===== src/common/pbs_pkg.sv =====
// constants, types and states shared by the power-on boot sequencer
package pbs_pkg;

  // ----------------------------------------------------------------
  // timing
  // ----------------------------------------------------------------
  localparam longint CLK_HZ          = 20_000_000;  // system clock rate
  localparam longint HOLD_TIME_MS    = 100;         // least power-up hold
  // least time, rounded up to whole cycles
  localparam int     HOLD_CYCLES     = int'((HOLD_TIME_MS * CLK_HZ + 999) / 1000);
  localparam int     INSTR_INIT_CYC  = 16;          // init pulse for reset instruction

  // ----------------------------------------------------------------
  // vector rom and address map (word addresses)
  // ----------------------------------------------------------------
  localparam int          STRAP_W        = 3;           // high rom address inputs
  localparam int          LOW_ADDR_W     = 2;           // low rom address inputs
  localparam int          ROM_ADDR_W     = STRAP_W + LOW_ADDR_W;
  localparam int          DATA_W         = 16;          // rom and bus word
  localparam logic [2:0]  VECTOR_READS   = 3'h4;        // reads before latch sets
  localparam logic [15:0] JUMP_TABLE_BASE = 16'h0400;   // jump table in program memory
  localparam logic [15:0] TIMER_BASE     = 16'hff00;    // timer reload words
  localparam int          TIMER_CH       = 3;           // timer channels
  localparam int          RTC_CH         = 2;           // real-time clock channel

  // ----------------------------------------------------------------
  // types
  // ----------------------------------------------------------------
  typedef enum logic [1:0] {
    PH_HOLD  = 2'b00,   // halt and init both asserted
    PH_INIT  = 2'b01,   // init only, reset instruction
    PH_RUN   = 2'b10    // normal running
  } pbs_phase_t;

  // processor side bus request, same clock
  typedef struct packed {
    logic        rd;     // one-cycle read strobe
    logic        wr;     // one-cycle write strobe
    logic [15:0] addr;   // word address
    logic [15:0] wdata;  // write data
  } pbs_cpu_req_t;

  // vector rom word for an address: pointer into the jump table
  function automatic logic [15:0] vectorWord(input logic [ROM_ADDR_W-1:0] idx);
    return JUMP_TABLE_BASE + {9'h000, idx, 2'h0};
  endfunction

endpackage


===== src/hw/pbs_power_on_boot_sequencer.sv =====
// power-up halt/init sequencing, boot vector rom and programmable timer
`timescale 1ns/1ps
module pbs_power_on_boot_sequencer #(
  parameter int HOLD_CYCLES = pbs_pkg::HOLD_CYCLES  // power-up hold length
) (
  // clock and power-on reset
  input  wire logic                   clk,
  input  wire logic                   reset,
  // reset sources
  input  wire logic                   resetDetect,      // pin, asynchronous
  input  wire logic                   resetInstr,       // processor, same clock
  // straps
  input  wire logic [2:0]             boot_select_straps,  // pins
  // processor bus
  input  wire pbs_pkg::pbs_cpu_req_t  cpuReq,
  output logic                        cpuReadValid,     // read answer pulse
  output logic [15:0]                 cpuReadData,      // vector rom word
  // backplane control
  output logic                        bus_halt_n,       // to processor
  output logic                        bus_init_n,       // to processor
  output logic                        cardInitN,        // to interface cards
  output logic                        vectorRomEnN,     // latch output
  output logic                        ramZeroBlockN,    // low blocks location zero
  // timer outputs
  output logic [1:0]                  baudClk,          // serial adapter bit clocks
  output logic                        rtcInterrupt      // periodic pulse
);

  // ----------------------------------------------------------------
  // state
  // ----------------------------------------------------------------
  typedef struct packed {
    pbs_pkg::pbs_phase_t phase;      // sequencing phase
    logic [31:0]         count;      // phase timer
    logic                rdSync1;    // reset detect, first stage
    logic                rdSync2;    // reset detect, second stage
    logic [2:0]          stSync1;    // straps, first stage
    logic [2:0]          stSync2;    // straps, second stage
    logic [2:0]          straps;     // straps caught during hold
    logic                latchQ;     // vector latch, low enables rom
    logic [2:0]          reads;      // vector reads since hold
    logic                rdValid;    // read answer
    logic [15:0]         rdData;     // read word
    logic                haltN;      // halt line
    logic                initN;      // init line
  } pbs_seq_state_t;

  pbs_seq_state_t s_q;  // registered state
  pbs_seq_state_t s_d;  // next state

  logic [pbs_pkg::TIMER_CH-1:0] tmrLoad;   // per-channel reload write
  logic [pbs_pkg::TIMER_CH-1:0] tmrWave;   // channel square waves
  logic [pbs_pkg::TIMER_CH-1:0] tmrTick;   // channel period pulses
  logic                         vecHit;    // read falls in vector area
  logic [pbs_pkg::ROM_ADDR_W-1:0] romIdx;  // rom address

  // rom address: straps high, processor address low
  assign romIdx = {s_q.straps, cpuReq.addr[1:0]};
  // vector area is the first four words of memory
  assign vecHit = (cpuReq.addr[15:2] == 14'h0000);

  // ----------------------------------------------------------------
  // sequencing and vector rom
  // ----------------------------------------------------------------
  always_comb begin
    s_d         = s_q;
    s_d.rdValid = 1'b0;
    // synchronisers: first stage read only by the second
    s_d.rdSync1 = resetDetect;
    s_d.rdSync2 = s_q.rdSync1;
    s_d.stSync1 = boot_select_straps;
    s_d.stSync2 = s_q.stSync1;

    unique case (s_q.phase)
      pbs_pkg::PH_HOLD: begin
        // halt and init together for the full hold time
        s_d.haltN  = 1'b0;
        s_d.initN  = 1'b0;
        s_d.latchQ = 1'b0;
        s_d.reads  = 3'h0;
        s_d.straps = s_q.stSync2;
        if (s_q.count >= 32'(HOLD_CYCLES - 1)) begin
          s_d.phase = pbs_pkg::PH_RUN;
          s_d.count = 32'h0;
          s_d.haltN = 1'b1;
          s_d.initN = 1'b1;
        end else begin
          s_d.count = s_q.count + 32'h1;
        end
      end
      pbs_pkg::PH_INIT: begin
        // reset instruction: init only, processor keeps running
        s_d.initN = 1'b0;
        if (s_q.count >= 32'(pbs_pkg::INSTR_INIT_CYC - 1)) begin
          s_d.phase = pbs_pkg::PH_RUN;
          s_d.count = 32'h0;
          s_d.initN = 1'b1;
        end else begin
          s_d.count = s_q.count + 32'h1;
        end
      end
      pbs_pkg::PH_RUN: begin
        s_d.count = 32'h0;
        if (resetInstr) begin
          s_d.phase = pbs_pkg::PH_INIT;
          s_d.initN = 1'b0;
        end
      end
      default: begin
        // illegal code: restart the full sequence
        s_d.phase = pbs_pkg::PH_HOLD;
        s_d.count = 32'h0;
      end
    endcase

    // reset condition detected: full halt and init sequence again
    if (s_q.rdSync2) begin
      s_d.phase = pbs_pkg::PH_HOLD;
      s_d.count = 32'h0;
      s_d.haltN = 1'b0;
      s_d.initN = 1'b0;
      s_d.latchQ = 1'b0;
    end

    // vector rom answers reads outside the hold phase while the latch output is low
    if (cpuReq.rd && vecHit && !s_q.latchQ && s_q.phase != pbs_pkg::PH_HOLD) begin
      s_d.rdValid = 1'b1;
      s_d.rdData  = pbs_pkg::vectorWord(romIdx);
      if (s_q.reads == pbs_pkg::VECTOR_READS - 3'h1) begin
        s_d.latchQ = 1'b1;
      end else begin
        s_d.reads = s_q.reads + 3'h1;
      end
    end
  end

  // register
  always_ff @(posedge clk) begin
    if (reset) begin
      s_q        <= '0;
      s_q.phase  <= pbs_pkg::PH_HOLD;   // power-up starts the hold
      s_q.haltN  <= 1'b0;
      s_q.initN  <= 1'b0;
    end else begin
      s_q <= s_d;
    end
  end

  // ----------------------------------------------------------------
  // programmable timer: three channels
  // ----------------------------------------------------------------
  genvar ch;
  generate
    for (ch = 0; ch < pbs_pkg::TIMER_CH; ch++) begin : g_tmr
      // reload words sit at consecutive addresses from the base
      assign tmrLoad[ch] = cpuReq.wr
        && (cpuReq.addr == pbs_pkg::TIMER_BASE + 16'(ch));
      pbs_timer_channel u_ch (
        .clk       (clk),
        .reset     (reset),
        .clear     (!s_q.initN),        // cleared with the cards
        .load      (tmrLoad[ch]),
        .loadValue (cpuReq.wdata),
        .clkOut    (tmrWave[ch]),
        .tick      (tmrTick[ch])
      );
    end
  endgenerate

  // ----------------------------------------------------------------
  // outputs, all from flip-flops
  // ----------------------------------------------------------------
  assign bus_halt_n    = s_q.haltN;
  assign bus_init_n    = s_q.initN;
  assign cardInitN     = s_q.initN;              // program memory not wired
  assign vectorRomEnN  = s_q.latchQ;
  assign ramZeroBlockN = s_q.latchQ;
  assign cpuReadValid  = s_q.rdValid;
  assign cpuReadData   = s_q.rdData;
  assign baudClk       = tmrWave[1:0];
  assign rtcInterrupt  = tmrTick[pbs_pkg::RTC_CH];

endmodule // pbs_power_on_boot_sequencer


===== src/hw/pbs_timer_channel.sv =====
// one clock generator channel of the programmable timer
`timescale 1ns/1ps
module pbs_timer_channel (
  // clock and reset
  input  wire logic        clk,
  input  wire logic        reset,
  // programming
  input  wire logic        clear,      // bus init clears the channel
  input  wire logic        load,       // one-cycle reload write
  input  wire logic [15:0] loadValue,  // period in clocks, zero stops
  // outputs
  output logic             clkOut,     // square wave
  output logic             tick        // one-cycle pulse per period
);

  // ----------------------------------------------------------------
  // state
  // ----------------------------------------------------------------
  typedef struct packed {
    logic [15:0] reload;  // programmed period
    logic [15:0] count;   // down counter
    logic        wave;    // output level
    logic        tick;    // period pulse
  } pbs_tmr_state_t;

  pbs_tmr_state_t s_q;  // registered state
  pbs_tmr_state_t s_d;  // next state

  // next state: count down, reload and toggle when the count reaches one
  always_comb begin
    s_d      = s_q;
    s_d.tick = 1'b0;
    if (clear) begin                  // held clear while init asserted
      s_d = '0;
    end else if (load) begin          // new period restarts the count
      s_d.reload = loadValue;
      s_d.count  = loadValue;
    end else if (s_q.reload != 16'h0000) begin
      if (s_q.count <= 16'h0001) begin
        s_d.count = s_q.reload;
        s_d.wave  = ~s_q.wave;
        s_d.tick  = 1'b1;
      end else begin
        s_d.count = s_q.count - 16'h0001;
      end
    end
  end

  // register
  always_ff @(posedge clk) begin
    if (reset) begin
      s_q <= '0;
    end else begin
      s_q <= s_d;
    end
  end

  assign clkOut = s_q.wave;
  assign tick   = s_q.tick;

endmodule // pbs_timer_channel


===== config.mk =====
export PLATFORM = sky130hd
export DESIGN_NAME = pbs_power_on_boot_sequencer
export DESIGN_NICKNAME = d
export VERILOG_FILES = /design/src/common/pbs_pkg.sv /design/src/hw/pbs_power_on_boot_sequencer.sv /design/src/hw/pbs_timer_channel.sv
export SDC_FILE = /design/constraint.sdc
export NUM_CORES = 1
export LEC_CHECK = 0
export BUFFER_PORTS_ARGS = -buffer_cell sky130_fd_sc_hd__buf_4
export CORE_AREA = 2 2 178 93
export CTS_BUF_LIST = sky130_fd_sc_hd__clkbuf_4 sky130_fd_sc_hd__clkbuf_8
export CTS_CLUSTER_SIZE = 30
export DETAILED_ROUTE_END_ITERATION = 16
export DIE_AREA = 0 0 180 95
export PLACE_DENSITY = 0.67
export SLEW_MARGIN = 20
export SYNTH_ARGS = -nofsm -noshare
export SYNTH_HDL_FRONTEND = slang
export SYNTH_SLANG_ARGS = --single-unit

===== constraint.sdc =====
create_clock -name clk -period 3.3 [get_ports clk]
set_input_delay 0.33 -clock clk [delete_from_list [all_inputs] [get_ports clk]]
set_output_delay 0.33 -clock clk [all_outputs]
set_load 0.01 [all_outputs]

==> metrics.md <==
| Metric | Value |
|---|---|
| Status | `finished clean` |
| Crit path from | `g_tmr[1].u_ch.s_q[10]` |
| DR iter-0 viols | `approximately 850` |
| Clk network pwr share | `44.7%` |
| Post-CTS resize count | `0` |
| Max-cap check violation count | `0` |
| Switch Pwr | `between 0.8 and 0.9 mW` |
| Part of the Yosys area used for sequential elements | `about two fifths` |
| # IOs | `66` |
| Core area | `15700 µm²` |
| VDD IR max | `between 0.2 and 0.25 mV` |
| Worst Path Required | `3.61 ns` |
| Crit path depth | `7` |
| Critical Path Start Type | `register` |
| Dpl hpwl | `15.0 mm` |
| Area used by multi-input combinational logic | `around 4000 µm²` |
| Worst R2R Start | `g_tmr[1].u_ch.s_q[10]` |
| Final period util | `83.5%` |
| Die ar. | `roughly 17000 µm²` |
| Most common flop cell mapped by yosys | `dfxtp_1` |
| CP arrival | `a little over 3 ns` |
| Vias in the first global route | `slightly above 6000` |
| Final Hold Fails | `0` |
| Kind of critical path | `register to register` |
| Final RePlAce weighted congestion | `~0.94` |
| Most frequent cells in the layout | `157 x dfxtp_1, 131 x nand2_1, 124 x a21oi_1` |
| Critical Path Max Stage Delay | `approximately 0.60 ns` |
| WL/cell | `between 15 and 20 µm` |
| Clock slew seen by the registers of the worst setup and hold paths | `about 0.08 ns` |
| Largest net degree at the start of global routing | `between 50 and 60` |
| Area of the mapped netlist | `7570 µm²` |
| P_int | `2.93 mW` |
| Crit path cell chain | `or4_4 > or4b_4 > or2_0 > buf_4 > o22a_1 > o221ai_1 > a21oi_1` |
| Pre-CTS setup slack | `between 0.4 and 0.5 ns` |
| Cell Area, Placed | `8160 µm²` |
| Clock latency on the worst-skew pair | `approximately 0.45 ns` |
| Final Core Density | `a little over half` |
| Slew HR | `42.9%` |
| Flop pwr share | `approximately half` |
| EDFF count, synth | `0` |
| Worst slew pin tran | `~0.85 ns` |
| CTS tree | `built` |
| Worst min-delay path category | `input port to register` |
| Clock skew | `about 0.015 ns` |
| GR Overflow Total | `0` |
| # fillers | `between 1000 and 1500` |
| CTS buffer count | `17` |
| Combinational Power Share | `4.9%` |
| Clock Path Buffers | `2` |
| Worst Path Max Fanout | `10` |
| Setup Viol. Count Final | `0` |
| FP Rows | `33` |
| Setup TNS | `0 ns` |
| R2R depth | `7` |
| Final Cell Area | `between 8000 and 9000 µm²` |
| Final min period | `2.75 ns` |
| CP top delay family | `simple AND/OR/NAND/NOR gates` |
| Layout cells sized above 1 | `approximately 13%` |
| Worst hold slack | `approximately 0.09 ns` |
| Buffers on Ports | `55` |
| Vias | `roughly 7100` |
| Synthesized area per cell | `between 7 and 8 µm²` |
| Count of different cell masters after synthesis | `between 70 and 80` |
| Synth Instances | `around 950` |
| RR Endpoint | `g_tmr[1].u_ch.s_q[12]` |
| Switching share of power | `23.2%` |
| Dpl cells | `roughly 1200` |
| Clock Tree Root | `clkbuf_8` |
| Worst R2R Setup Slack | `between 0.5 and 0.6 ns` |
| DRC violations left | `0` |
| Syn-to-layout area delta | `14.0%` |
| Nets | `1046` |
| RSZ-0062 raised after global routing | `false` |
| Worst Path Buf+Inv | `1` |
| Vias per std cell | `between 5 and 6` |
| Die W | `roughly 180 µm` |
| Post-synth ARST share | `0%` |
| Storage cell area | `roughly 3100 µm²` |
| H-tree Lvls | `4` |
| DRT Wirelength | `~21 mm` |
| CP Capture Type | `register` |
| Diode count | `0` |
| Critical path's slowest cell | `or4_4` |
| PnR Total Power | `3.82 mW` |
| Pins over their slew limit | `0` |
| Post-cts hold buffer count | `0` |
| Setup WS post-layout | `around 0.55 ns` |
| YS warnings | `0` |
| Initial Utilization | `48.2%` |
| Post-route ant nets | `0` |
| CP Capture Point | `g_tmr[1].u_ch.s_q[12]` |
| Die Y | `95 µm` |
| Synthesis-stage register bit count | `around 160` |
| Final Non-Filler Cells | `around 1200` |
| Initial antenna violation count | `1` |
| Tot GR Track Use | `between 20% and 30%` |
| Pwr Density | `around 440 nW/µm²` |
| Leak pwr | `between 3 and 4 nW` |
| Commonest non-fill, non-tap cell in the layout | `dfxtp_1` |
| Clk sinks | `roughly 160` |
| Setup Buffers After CTS | `0` |
| First-pass GRT wire length | `33.6 mm` |
| Fmax | `around 0.36 GHz` |
| Initial DRT Pass Iterations | `5` |
how the worst min path moves through the flow:
| stage | start | endpoint | slack [ns] | cells after the start |
|---|---|---|---|---|
| 2_1_floorplan | s_q[21] | s_q[21] | 0.41 | 2 |
| 3_3_place_gp | s_d[27] | s_q[27] | 0.42 | 1 |
| 3_5_place_dp | s_d[26] | s_q[26] | 0.42 | 1 |
| 4_1_cts | boot_select_straps[0] | s_d[26] | 0.07 | 2 |
| 5_1_grt | boot_select_straps[0] | s_d[26] | 0.07 | 2 |
| 6_report | boot_select_straps[1] | s_d[27] | 0.09 | 2 |
cells in the mapped netlist, drive strengths merged (9+ instances only):
master  instances  area (µm²)
a211oi          9        67.6
a21oi         124         621
buf            27         191
clkbuf         46         173
dfxtp         157        3140
ha             12         150
inv            20        75.1
mux2i           9        90.1
nand2         131         492
nand3          21         105
nand4          14        87.6
nor2           84         318
nor2b          10        62.6
nor3           37         190
nor4           35         219
o211ai         10        75.1
o21ai          38         190
or3            10        62.6
or4            15         116
xnor2          13         114
xor2           11        96.3
sequential cells by signal, indices dropped and copies added (netlist names), 2 cells and up:
| signal | cells |
|---|---|
| g_tmr.u_ch.s_q | 96 |
| s_q | 41 |
| cpuReadData | 6 |
| s_d | 4 |
| romIdx | 3 |
| g_tmr.u_ch.clkOut | 2 |
power groups by stage:
stage	Combinational, mW	Sequential, mW	Clock [mW]
final	0.189	1.92	1.71
after global routing	0.202	1.92	1.81
after CTS	0.184	1.92	1.73
after detailed placement	0.184	1.97	0
after global placement	0.185	1.97	0
after floorplan	0.0977	1.96	0
cell families (layout without fill, tap and decap cells):
family,count (synthesis),after routing,share of synthesized area [%]
and+or+nand+nor,399,399,26.0
AOI/OAI and AO/OA,252,252,20.4
DFF,157,157,41.5
buffers and inverters,93,130,5.80
xor gates and xnor gates,24,24,2.78
adders and majority gates,12,12,1.98
muxes,11,11,1.49
other,1,21,0.0495
per-layer routing:
metal / wire length [µm] / track usage (%)
met1: 11500 / 41.4
met2: 7830 / 31.5
met3: 1820 / 5.01
met4: 189 / 5.83
met5: 0 / 0
area by class of cell:
class	instances	area share, %
flip-flops and latches	157	36.4
clock inverters	12	2.42
multi-input cells	719	47.1
clock buffers	20	3.04
repair buffers	78	7.07
well taps	210	3.04
inverters	20	0.870
(Power assumes the default switching activity.)
